`config.mk`:
```
export PLATFORM = sky130hd
export DESIGN_NAME = sbcspi_port
export DESIGN_NICKNAME = d
export VERILOG_FILES = /design/src/rtl/sbcspi_pkg.sv /design/src/rtl/sbcspi_port.sv
export VERILOG_INCLUDE_DIRS = /design/src /design/src/rtl
export SDC_FILE = /design/constraint.sdc
export NUM_CORES = 2
export LEC_CHECK = 0
export BUFFER_PORTS_ARGS = -buffer_cell sky130_fd_sc_hd__buf_2
export CAP_MARGIN = 20
export CELL_PAD_IN_SITES_DETAIL_PLACEMENT = 1
export CELL_PAD_IN_SITES_GLOBAL_PLACEMENT = 1
export CORE_ASPECT_RATIO = 1.25
export CORE_MARGIN = 1
export CORE_UTILIZATION = 51
export DETAILED_ROUTE_END_ITERATION = 8
export HOLD_SLACK_MARGIN = 0.1
export PLACE_DENSITY = 0.95
export SYNTH_ARGS = -nofsm -noshare
export SYNTH_HDL_FRONTEND = slang
export SYNTH_SLANG_ARGS = --single-unit
```
`constraint.sdc`:
```
create_clock -name core_clk_i -period 4 [get_ports core_clk_i]
set_clock_uncertainty 0.2 [all_clocks]
set_input_delay 0.2 -clock core_clk_i [delete_from_list [all_inputs] [get_ports core_clk_i]]
set_output_delay 0.2 -clock core_clk_i [all_outputs]
set_load 0.02 [all_outputs]
```
`src/rtl/sbcspi_regs.svh`:
```
// Register offsets, field positions and reset values of the serial control port
`ifndef SBCSPI_REGS_SVH
`define SBCSPI_REGS_SVH

`define SBCSPI_FRAME_BITS      5'd16
`define SBCSPI_CTRL_LAST       7'h1e
`define SBCSPI_STAT_FIRST      7'h40
`define SBCSPI_STAT_LAST       7'h7e

`define SBCSPI_MODE_CTRL       7'h01
`define SBCSPI_WDOG_CTRL       7'h03
`define SBCSPI_BUS_CTRL        7'h04
`define SBCSPI_HS_CTRL_ONE     7'h14
`define SBCSPI_HS_CTRL_TWO     7'h15

`define SBCSPI_SUP_STAT_TWO    7'h40
`define SBCSPI_SUP_STAT_ONE    7'h41
`define SBCSPI_THERMAL_STATUS      7'h42
`define SBCSPI_DEVICE_STATUS        7'h43
`define SBCSPI_BUS_STAT        7'h44
`define SBCSPI_WAKE_STAT_ONE   7'h46
`define SBCSPI_WAKE_STAT_TWO   7'h47
`define SBCSPI_WAKE_LEVEL      7'h48
`define SBCSPI_SELWAKE_FIRST   7'h70
`define SBCSPI_SELWAKE_LAST    7'h77
`define SBCSPI_HS_OVL_STAT     7'h54
`define SBCSPI_HS_OPEN_STAT    7'h55
`define SBCSPI_FAMILY_ID       7'h7e

`define SBCSPI_MODE_FIELD_MSB  7
`define SBCSPI_MODE_FIELD_LSB  6
`define SBCSPI_REG2_SA_BIT     3
`define SBCSPI_FAILOUT_BIT     0
`define SBCSPI_SPI_FAIL_BIT    2
`define SBCSPI_BUS_MODE_MSB    1
`define SBCSPI_BUS_MODE_LSB    0
`define SBCSPI_BUS_MODE_OFF    2'b00
`define SBCSPI_BUS_MODE_WAKE   2'b01

`define SBCSPI_REG_RESET       8'h00
`define SBCSPI_FAMILY_VALUE    8'h5a

`endif

```
`src/rtl/sbcspi_pkg.sv`:
```
// Types shared by the serial control port
package sbcspi_pkg;

  typedef enum logic [2:0] {
    SBCSPI_MODE_INIT     = 3'b000,
    SBCSPI_MODE_NORMAL   = 3'b001,
    SBCSPI_MODE_STOP     = 3'b010,
    SBCSPI_MODE_SLEEP    = 3'b011,
    SBCSPI_MODE_RESTART  = 3'b100,
    SBCSPI_MODE_FAILSAFE = 3'b101
  } sbcspi_mode_t;

  typedef struct packed {
    logic       valid;
    logic [6:0] addr;
    logic [7:0] bits;
  } sbcspi_hw_upd_t;

  typedef struct packed {
    logic [7:0] data;
    logic       clear_sel;
    logic [6:0] addr;
  } sbcspi_frame_t;

endpackage

```
`src/rtl/sbcspi_port.sv`:
```
// Serial control port: framing, register file, status summary and mode effects
`include "sbcspi_regs.svh"

module sbcspi_port #(
  parameter int NUM_CTRL = 31
) (
  input  wire logic                   core_clk_i,
  input  wire logic                   nrst_i,
  input  wire logic                   spi_clk_i,
  input  wire logic                   chip_select_n_i,
  input  wire logic                   serial_in_i,
  output logic                        serial_out_o,
  output logic                        serial_out_oe_o,
  input  wire sbcspi_pkg::sbcspi_mode_t mode_i,
  input  wire sbcspi_pkg::sbcspi_hw_upd_t stat_set_i,
  input  wire sbcspi_pkg::sbcspi_hw_upd_t live_upd_i,
  input  wire logic [7:0]             wake_pin_level_i,
  output logic                        mode_req_valid_o,
  output logic [1:0]                  mode_req_o,
  output logic [NUM_CTRL*8-1:0]       ctrl_regs_o,
  output logic [7:0]                  status_summary_o
);

  // Identity value is arbitrary
  localparam logic [7:0] FAMILY_VALUE = `SBCSPI_FAMILY_VALUE;

  function automatic logic is_ctrl(input logic [6:0] a);
    return a <= `SBCSPI_CTRL_LAST;
  endfunction

  function automatic logic is_stat(input logic [6:0] a);
    return (a >= `SBCSPI_STAT_FIRST) && (a <= `SBCSPI_STAT_LAST);
  endfunction

  function automatic logic is_live(input logic [6:0] a);
    return (a == `SBCSPI_WAKE_LEVEL) || (a == `SBCSPI_FAMILY_ID) ||
           ((a >= `SBCSPI_SELWAKE_FIRST) && (a <= `SBCSPI_SELWAKE_LAST));
  endfunction

  // Pin synchronisers
  logic [1:0] sclk_sync_r;
  logic [1:0] csn_sync_r;
  logic [1:0] sdi_sync_r;
  logic       sclk_d_r;
  logic       csn_d_r;

  always_ff @(posedge core_clk_i) begin
    if (!nrst_i) begin
      sclk_sync_r <= 2'b00;
      csn_sync_r  <= 2'b11;
      sdi_sync_r  <= 2'b00;
      sclk_d_r    <= 1'b0;
      csn_d_r     <= 1'b1;
    end else begin
      sclk_sync_r <= {sclk_sync_r[0], spi_clk_i};
      csn_sync_r  <= {csn_sync_r[0], chip_select_n_i};
      sdi_sync_r  <= {sdi_sync_r[0], serial_in_i};
      sclk_d_r    <= sclk_sync_r[1];
      csn_d_r     <= csn_sync_r[1];
    end
  end

  // Wake pins are asynchronous levels
  logic [7:0] wake_lvl_meta_r;
  logic [7:0] wake_lvl_sync_r;

  always_ff @(posedge core_clk_i) begin
    if (!nrst_i) begin
      wake_lvl_meta_r <= 8'h00;
      wake_lvl_sync_r <= 8'h00;
    end else begin
      wake_lvl_meta_r <= wake_pin_level_i;
      wake_lvl_sync_r <= wake_lvl_meta_r;
    end
  end

  logic sclk_rise;
  logic sclk_fall;
  logic csn_fall;
  logic csn_rise;
  logic in_frame;
  logic restart;

  assign sclk_rise = sclk_sync_r[1] & ~sclk_d_r;
  assign sclk_fall = ~sclk_sync_r[1] & sclk_d_r;
  assign csn_fall  = ~csn_sync_r[1] & csn_d_r;
  assign csn_rise  = csn_sync_r[1] & ~csn_d_r;
  assign in_frame  = ~csn_sync_r[1];
  assign restart   = (mode_i == sbcspi_pkg::SBCSPI_MODE_RESTART);

  // Framing state
  logic [4:0]                fall_cnt_r;
  logic [4:0]                rise_cnt_r;
  logic [15:0]               rx_r;
  logic                      frame_bad_r;
  logic                      err_flag_r;
  logic [15:0]               tx_r;
  logic                      rd_loaded_r;
  logic                      exec_r;
  sbcspi_pkg::sbcspi_frame_t cmd_r;
  logic [7:0]                regs_r [0:127];
  logic [7:0]                summary_nxt;

  always_ff @(posedge core_clk_i) begin
    if (!nrst_i) begin
      fall_cnt_r  <= 5'd0;
      rx_r        <= 16'h0000;
      frame_bad_r <= 1'b0;
    end else if (csn_fall) begin
      fall_cnt_r  <= 5'd0;
      frame_bad_r <= sclk_sync_r[1] | restart;
    end else if (in_frame) begin
      if (sclk_fall) begin
        if (fall_cnt_r < `SBCSPI_FRAME_BITS) begin
          rx_r[fall_cnt_r[3:0]] <= sdi_sync_r[1];
        end
        // Saturate so a long burst cannot wrap back to sixteen
        if (fall_cnt_r != 5'h1f) begin
          fall_cnt_r <= fall_cnt_r + 5'd1;
        end
      end
      if (restart) begin
        frame_bad_r <= 1'b1;
      end
    end
  end

  // Error flag reported at the opening of the next frame
  always_ff @(posedge core_clk_i) begin
    if (!nrst_i) begin
      err_flag_r <= 1'b0;
      exec_r     <= 1'b0;
      cmd_r      <= '0;
    end else begin
      exec_r <= 1'b0;
      if (csn_rise) begin
        if (frame_bad_r || sclk_sync_r[1] ||
            ((fall_cnt_r != 5'd0) && (fall_cnt_r != `SBCSPI_FRAME_BITS))) begin
          err_flag_r <= 1'b1;
        end else if (fall_cnt_r == `SBCSPI_FRAME_BITS) begin
          exec_r <= 1'b1;
          cmd_r  <= rx_r;
        end
      end else if (csn_fall) begin
        err_flag_r <= restart;
      end
    end
  end

  // Response shifter; data byte loaded once the address is in
  always_ff @(posedge core_clk_i) begin
    if (!nrst_i) begin
      tx_r            <= 16'h0000;
      rd_loaded_r     <= 1'b0;
      rise_cnt_r      <= 5'd0;
      serial_out_o    <= 1'b0;
      serial_out_oe_o <= 1'b0;
    end else if (csn_fall) begin
      tx_r            <= {8'h00, summary_nxt};
      rd_loaded_r     <= 1'b0;
      rise_cnt_r      <= 5'd0;
      serial_out_o    <= err_flag_r | restart;
      serial_out_oe_o <= 1'b1;
    end else if (in_frame) begin
      if (!rd_loaded_r && (fall_cnt_r >= 5'd7)) begin
        rd_loaded_r <= 1'b1;
        // Unmapped addresses answer zero
        if (is_ctrl(rx_r[6:0]) || is_stat(rx_r[6:0])) begin
          tx_r[15:8] <= regs_r[rx_r[6:0]];
        end
      end
      if (restart) begin
        serial_out_o <= 1'b1;
      end else if (sclk_rise && (rise_cnt_r < `SBCSPI_FRAME_BITS)) begin
        serial_out_o <= tx_r[rise_cnt_r[3:0]];
        rise_cnt_r   <= rise_cnt_r + 5'd1;
      end
    end else begin
      serial_out_o    <= 1'b0;
      serial_out_oe_o <= 1'b0;
    end
  end

  // Command classification
  logic cmd_ctrl;
  logic cmd_stat;
  logic cmd_write;
  logic cmd_stuck;
  logic cmd_mode_reg;
  logic [1:0] req_mode;
  logic bad_mode_req;
  logic stop_blocked;
  logic cmd_invalid;
  logic do_write;
  logic do_clear;

  assign cmd_ctrl     = is_ctrl(cmd_r.addr);
  assign cmd_stat     = is_stat(cmd_r.addr);
  assign cmd_write    = cmd_r.clear_sel & cmd_ctrl;
  assign cmd_stuck    = (cmd_r == 16'h0000) || (cmd_r == 16'hffff);
  assign cmd_mode_reg = (cmd_r.addr == `SBCSPI_MODE_CTRL);
  assign req_mode     = cmd_r.data[`SBCSPI_MODE_FIELD_MSB:`SBCSPI_MODE_FIELD_LSB];
  // Field code 01 asks for sleep, 10 for stop
  assign bad_mode_req = cmd_mode_reg && (
                          ((mode_i == sbcspi_pkg::SBCSPI_MODE_STOP) && (req_mode == 2'b01)) ||
                          ((mode_i == sbcspi_pkg::SBCSPI_MODE_INIT) && (req_mode != 2'b00)));
  assign stop_blocked = (mode_i == sbcspi_pkg::SBCSPI_MODE_STOP) && !cmd_mode_reg &&
                        (cmd_r.addr != `SBCSPI_WDOG_CTRL);
  assign cmd_invalid  = cmd_stuck | (cmd_write & (bad_mode_req | stop_blocked));
  assign do_write     = exec_r & cmd_write & ~cmd_invalid & ~restart;
  assign do_clear     = exec_r & cmd_r.clear_sel & cmd_stat & ~cmd_stuck &
                        ~is_live(cmd_r.addr) & ~restart;

  // Mode request handed to the mode state machine
  always_ff @(posedge core_clk_i) begin
    if (!nrst_i) begin
      mode_req_valid_o <= 1'b0;
      mode_req_o       <= 2'b00;
    end else begin
      mode_req_valid_o <= do_write & cmd_mode_reg;
      if (do_write & cmd_mode_reg) begin
        mode_req_o <= req_mode;
      end
    end
  end

  // Mode change tracking
  sbcspi_pkg::sbcspi_mode_t mode_d_r;
  logic                     mode_chg;

  always_ff @(posedge core_clk_i) begin
    if (!nrst_i) begin
      mode_d_r <= sbcspi_pkg::SBCSPI_MODE_INIT;
    end else begin
      mode_d_r <= mode_i;
    end
  end

  assign mode_chg = (mode_i != mode_d_r);

  function automatic logic [1:0] mode_code(input sbcspi_pkg::sbcspi_mode_t m);
    case (m)
      sbcspi_pkg::SBCSPI_MODE_SLEEP: mode_code = 2'b01;
      sbcspi_pkg::SBCSPI_MODE_STOP:  mode_code = 2'b10;
      sbcspi_pkg::SBCSPI_MODE_RESTART,
      sbcspi_pkg::SBCSPI_MODE_FAILSAFE: mode_code = 2'b11;
      default: mode_code = 2'b00;
    endcase
  endfunction

  // Register file; hardware sets win over host clears
  logic [1:0] bus_mode;
  assign bus_mode = regs_r[`SBCSPI_BUS_CTRL][`SBCSPI_BUS_MODE_MSB:`SBCSPI_BUS_MODE_LSB];

  always_ff @(posedge core_clk_i) begin
    if (!nrst_i) begin
      for (int i = 0; i < 128; i++) begin
        regs_r[i] <= `SBCSPI_REG_RESET;
      end
    end else begin
      for (int i = 0; i < 128; i++) begin
        logic [7:0] v;
        logic [7:0] set_m;
        v     = regs_r[i];
        set_m = 8'h00;
        if (do_write && (cmd_r.addr == 7'(i))) begin
          v = cmd_r.data;
        end
        if (do_clear && (cmd_r.addr == 7'(i))) begin
          v = 8'h00;
        end
        if (stat_set_i.valid && (stat_set_i.addr == 7'(i)) && !is_live(7'(i))) begin
          set_m = stat_set_i.bits;
        end
        if (exec_r && cmd_invalid && (i == `SBCSPI_DEVICE_STATUS)) begin
          set_m[`SBCSPI_SPI_FAIL_BIT] = 1'b1;
        end
        if (mode_chg) begin
          if (i == `SBCSPI_MODE_CTRL) begin
            v[`SBCSPI_MODE_FIELD_MSB:`SBCSPI_MODE_FIELD_LSB] = mode_code(mode_i);
          end
          // Stop leaves bus control as is
          if ((mode_i == sbcspi_pkg::SBCSPI_MODE_SLEEP) && (i == `SBCSPI_BUS_CTRL) &&
              (bus_mode != `SBCSPI_BUS_MODE_OFF) && (bus_mode != `SBCSPI_BUS_MODE_WAKE)) begin
            v[`SBCSPI_BUS_MODE_MSB:`SBCSPI_BUS_MODE_LSB] = `SBCSPI_BUS_MODE_WAKE;
          end
          if (mode_i == sbcspi_pkg::SBCSPI_MODE_RESTART) begin
            if ((i == `SBCSPI_HS_CTRL_ONE) || (i == `SBCSPI_HS_CTRL_TWO)) begin
              v = 8'h00;
            end
            if (i == `SBCSPI_MODE_CTRL) begin
              v[`SBCSPI_REG2_SA_BIT] = 1'b0;
            end
          end
        end
        regs_r[i] <= v | set_m;
      end
      // Mirrors of pin levels, fixed values and live hardware updates
      regs_r[`SBCSPI_WAKE_LEVEL] <= wake_lvl_sync_r;
      regs_r[`SBCSPI_FAMILY_ID]  <= FAMILY_VALUE;
      if (live_upd_i.valid && is_live(live_upd_i.addr) &&
          (live_upd_i.addr != `SBCSPI_WAKE_LEVEL) &&
          (live_upd_i.addr != `SBCSPI_FAMILY_ID)) begin
        regs_r[live_upd_i.addr] <= live_upd_i.bits;
      end
    end
  end

  // Summary from the current register contents
  always_comb begin
    summary_nxt[0] = |regs_r[`SBCSPI_SUP_STAT_ONE];
    summary_nxt[1] = |regs_r[`SBCSPI_THERMAL_STATUS];
    summary_nxt[2] = |regs_r[`SBCSPI_DEVICE_STATUS];
    summary_nxt[3] = |regs_r[`SBCSPI_BUS_STAT];
    summary_nxt[4] = |(regs_r[`SBCSPI_WAKE_STAT_ONE] | regs_r[`SBCSPI_WAKE_STAT_TWO]);
    summary_nxt[5] = |regs_r[`SBCSPI_SUP_STAT_TWO];
    summary_nxt[6] = |regs_r[`SBCSPI_HS_OVL_STAT];
    summary_nxt[7] = |regs_r[`SBCSPI_HS_OPEN_STAT];
  end

  always_ff @(posedge core_clk_i) begin
    if (!nrst_i) begin
      status_summary_o <= 8'h00;
    end else begin
      status_summary_o <= summary_nxt;
    end
  end

  // Control bytes steer the rest of the chip; registered copies, fail output bit treated like the rest
  genvar g;
  generate
    for (g = 0; g < NUM_CTRL; g++) begin : g_ctrl
      always_ff @(posedge core_clk_i) begin
        if (!nrst_i) begin
          ctrl_regs_o[g*8 +: 8] <= `SBCSPI_REG_RESET;
        end else begin
          ctrl_regs_o[g*8 +: 8] <= regs_r[g];
        end
      end
    end
  endgenerate

endmodule

```
==> qor.csv, run 1 <==
stage,metric,value,unit
cts,cts_max_path_buffers,3,
die,start_util,0.5145,
synth,syn_avg_cell_area,10.19,µm²
synth,syn_area,0.04859,mm²
die,ios,309,
synth,yosys_warnings,0,
sta,worst_endpoint,tx_r[13]$_SDFFE_PP0P_/D,
synth,synth_cells,4769,
outcome,error,[ERROR GRT-0232] Routing congestion too high. Check the congestion heatmap in the GUI.,
synth,synth_enable_flop_cells,80,
synth,ys_types,69,
synth,synthTopCellsByArea,"dfxtp_1, mux4_2, mux2i_1, a22oi_1, nor2_1",
synth,ys_seq_area_frac,0.5035,
synth,synth-main-ff-cell,dfxtp_1,
synth,async_flop_share,0,
synth,ys_seq_elements,1182,
die,die_w,278.1,µm
cts,post_cts_resized,0,
synth,synth_top_area_share,0.4541,
cts,clock_sinks,1182,
cts,ctsHoldBuffers,49,
placed_design,place.gp.congestion,0.9626,
die,die_y,347.1,µm
sta,worst-ep-kind,sequential cell input,
grt,gr-total-overflow,177,
outcome,status,did not finish,
grt,track_usage,0.7338,
cts,clockRootBuffer,clkbuf_16,
grt,grt_max_degree,266,
outcome,haltStage,5_1_grt,
placed_design,port_buffers,308,
cts,h-tree-depth,3,
die,rows,126,
synth,yosysTopAreaCell,dfxtp_1,
cts,post_cts_buffers,0,
placed_design,dp_hpwl,129500,µm
cts,cts_buffers,112,
==> metrics by stage <==
stage | cell area, µm² | hold slack, ps | worst slack [ps] | utilization | cells
floorplan | 48650 | 101.5 | 1380 | - | 4787
global placement | 51080 | 179.6 | 846.4 | 0.5409 | 6005
detailed placement | 51080 | 213.3 | 751.8 | 0.5409 | 6005
CTS | 55510 | 127.0 | 498.9 | 0.5878 | 6263
==> logic make-up after synthesis <==
family	share of synthesized area
other	0.0001546
and+or+nand+nor	0.1500
muxes	0.1722
buffers and inverters	0.03551
adders and majority gates	0.001751
DFF	0.5035
AOI/OAI and AO/OA	0.1353
xor gates and xnor gates	0.001622
==> metal layers <==
metal  GRT overflow  GRT usage
met5              0     0.4279
met4             94     0.7188
met3              5     0.6489
met2             75     0.8785
met1              3     0.6972
==> synth_stat cells (56+ instances only) <==
cell type,instances
mux2i_1,333
nor2_1,709
mux4_2,220
o21ai_0,81
dfxtp_1,1102
nand2_1,435
a22oi_1,439
and2_1,286
a21oi_1,335
edfxtp_1,80
clkbuf_1,313
nand3_1,56
==> inputs of run 2 (changes only) <==
--- a/config.mk
+++ b/config.mk
@@ -8,14 +8,10 @@
 export LEC_CHECK = 0
 export BUFFER_PORTS_ARGS = -buffer_cell sky130_fd_sc_hd__buf_2
 export CAP_MARGIN = 20
-export CELL_PAD_IN_SITES_DETAIL_PLACEMENT = 1
-export CELL_PAD_IN_SITES_GLOBAL_PLACEMENT = 1
-export CORE_ASPECT_RATIO = 1.25
 export CORE_MARGIN = 1
-export CORE_UTILIZATION = 51
+export CORE_UTILIZATION = 40
 export DETAILED_ROUTE_END_ITERATION = 8
-export HOLD_SLACK_MARGIN = 0.1
-export PLACE_DENSITY = 0.95
+export PLACE_DENSITY_LB_ADDON = 0.15
 export SYNTH_ARGS = -nofsm -noshare
 export SYNTH_HDL_FRONTEND = slang
 export SYNTH_SLANG_ARGS = --single-unit
==> run 2 against run 1 <==
Synthesized area did not move. Synthesized cell count did not move. The run now ends clean.
==> qor.csv, run 2 <==
stage,metric,value,unit
sta,fin_crit_sh,0.8022,
detailed_routing,routedWlPerCell,25.80,µm
cts,cts_max_path_buffers,3,
detailed_routing,drcViolationCount,0,
detailed_routing,ant_nets,0,
cts,clock_sinks,1182,
sta,tightestPinTransition,1197,ps
critical_path,critical_path_arrival,3620,ps
placed_design,place.gp.congestion,0.9177,
outcome,status,completed,
die,die_area,0.1229,mm²
critical_path,cp_slowest_cell,dfxtp_4,
grt,grt_max_degree,180,
synth,synth_top_area_share,0.4541,
cts,post_cts_resized,0,
cells_and_area,layout.nets,5100,
critical_path,cp_data_required_time,4410,ps
cts,clkTransAtPathRegs,60,ps
cts,tritoncts,yes,
cells_and_area,area_growth,17.48,%
run,cap_violations,0,
critical_path,critical_path.max_stage_delay,660,ps
critical_path,worstPathCellList,"buf_4, buf_4, mux4_2, mux2i_1, a21oi_1, a211oi_1, nor4_1",
critical_path,path_max_fanout,17,
die,core_area,0.1201,mm²
power,powerDensity,439.8,mW/mm²
synth,ys_seq_area_frac,0.5035,
grt,grt_pass1_vias,37100,
synth,async_flop_share,0,
critical_path,crit_family,compound AO/OA/AOI/OAI gates,
power,leakage,22.42,nW
grt,grt_pass1_wl,254300,µm
grt,track_usage,0.2787,
cells_and_area,top_register,regs_r,
die,start_util,0.4044,
placed_design,dp_hpwl,118800,µm
detailed_routing,vias,39070,
grt,antenna_found_initial,9,
sta,fmax,311.7,MHz
synth,yosysTopAreaCell,dfxtp_1,
sta,setup_viol,0,
die,die_y,350.5,µm
critical_path,critPathCaptureType,register,
cells_and_area,largest_register_ffs,832,
die,die_w,350.5,µm
cells_and_area,mostFrequentLayoutCells,"dfxtp_1, nor2_1, a22oi_1",
critical_path,crit_buf_inv,2,
synth,synth_cells,4769,
placed_design,port_buffers,308,
cts,h-tree-depth,4,
critical_path,setup.worst_path.start_class,register,
hold_path,hold_class,in -> reg,
sta,fin_tns_setup,0,ps
power,peakVddDrop,437.8,µV
synth,synthTopCellsByArea,"dfxtp_1, mux4_2, mux2i_1, a22oi_1, nor2_1",
critical_path,cp_common_cell,buf_4,
critical_path,path_class,reg -> reg,
die,ios,309,
grt,gr-total-overflow,0,
cells_and_area,reg_top3,"regs_r (832), ctrl_regs_o (248)",
cts,ctsHoldBuffers,52,
power,p_total,0.02511,W
synth,ys_types,69,
cts,clockRootBuffer,clkbuf_16,
sta,maxSlewViolCount,0,
synth,yosys_warnings,0,
synth,synth_common_cells,"dfxtp_1, nor2_1, a22oi_1",
detailed_routing,viasPerCell,5.777,
cts,post_cts_buffers,0,
detailed_routing,wl,174500,µm
sta,timing.slew.headroom,0.2021,
synth,ys_seq_elements,1182,
synth,synth.most_common_cell,dfxtp_1,
sta,rsz0062_at_grt,no,
cells_and_area,final_common_cell,dfxtp_1,
sta,finalHoldViolCount,0,
synth,syn_avg_cell_area,10.19,µm²
synth,synth_enable_flop_cells,80,
cells_and_area,drive_gt1_frac,0.1898,
synth,synth-main-ff-cell,dfxtp_1,
cts,cts_buffers,131,
detailed_routing,firstDrtPassIters,6,
cts,insertion_delay,750,ps
sta,period_needed,3209,ps
die,rows,127,
cells_and_area,nFillCells,11210,
detailed_routing,drt_iter0_drc,4371,
synth,syn_area,0.04859,mm²
run 2: cell counts after synthesis:
No cell type changed its count.
run 2: logic make-up (layout without fill, tap and decap cells):
family                   count (synthesis)  in the layout  synth area share
multiplexers                           559            559            0.1722
AO/OA/AOI/OAI                          966            966            0.1353
XOR/XNOR                                 9              9          0.001622
other                                    2             23         0.0001546
buffers and inverters                  417            778           0.03551
flip-flops                            1182           1182            0.5035
adder cells (fa/ha/maj)                  7              7          0.001751
AND/OR/NAND/NOR                       1627           1627            0.1500
run 2: stage by stage:
stage                     utilization  instances  hold WS (ps)  cell area [µm²]  worst slack [ps]
after floorplan                     -       4787         101.5            48650              1380
after global placement         0.4339       6470         196.0            52120             888.7
after detailed placement       0.4340       6471         198.2            52130             863.5
after CTS                      0.4750       6758       0.01976            57060             829.9
after global routing           0.4751       6760         71.17            57070             641.3
final                          0.4751       6763         30.81            57080             791.4
run 2: layer usage:
layer | global-route usage | vias to the layer above | share of wire
li1 | - | 17570 | -
met3 | 0.05111 | 354 | 0.080
met1 | 0.3779 | 19360 | 0.43
met2 | 0.4324 | 1780 | 0.45
met5 | 0 | - | 0.00010
met4 | 0.1232 | 4 | 0.044
run 2: path summary, 6_finish.rpt:
path	from	end	slack (ps)	cells past startpoint
worst max-delay path	rx_r[0]$_SDFFE_PN0P_	tx_r[12]$_SDFFE_PP0P_	790	7
worst min-delay path	live_upd_i[11]	regs_r[114][4]$_DFFE_PP_	30	6
worst max register to register	rx_r[0]$_SDFFE_PN0P_	tx_r[12]$_SDFFE_PP0P_	790	7
worst min register to register	sdi_sync_r[0]$_SDFF_PN0_	sdi_sync_r[1]$_SDFF_PN0_	230	1
run 2: cell type report:
type | count | area (µm²) | area share
Timing Repair Buffer | 534 | 3620 | 0.06342
Inverter | 9 | 41.29 | 0.0007234
Sequential cell | 1182 | 24490 | 0.4290
Tap cell | 1612 | 2017 | 0.03534
Multi-Input combinational cell | 3188 | 22500 | 0.3942
Clock buffer | 197 | 3951 | 0.06922
Antenna cell | 3 | 7.507 | 0.0001315
Clock inverter | 38 | 456.7 | 0.008001
run 2: worst register-to-register path, stage by stage (launching register included):
cell and delay [ps]:
dfxtp_4 660, buf_4 320, buf_4 320, mux4_2 550
mux2i_1 160, a21oi_1 190, a211oi_1 550, nor4_1 120
run 2: power breakdown:
part           internal (W)  leakage [nW]  switching, W
logic              0.000173          10.5      0.000565
clock network       0.00730          2.17       0.00505
registers            0.0120          9.71     0.0000461
(Power assumes the default switching activity.)
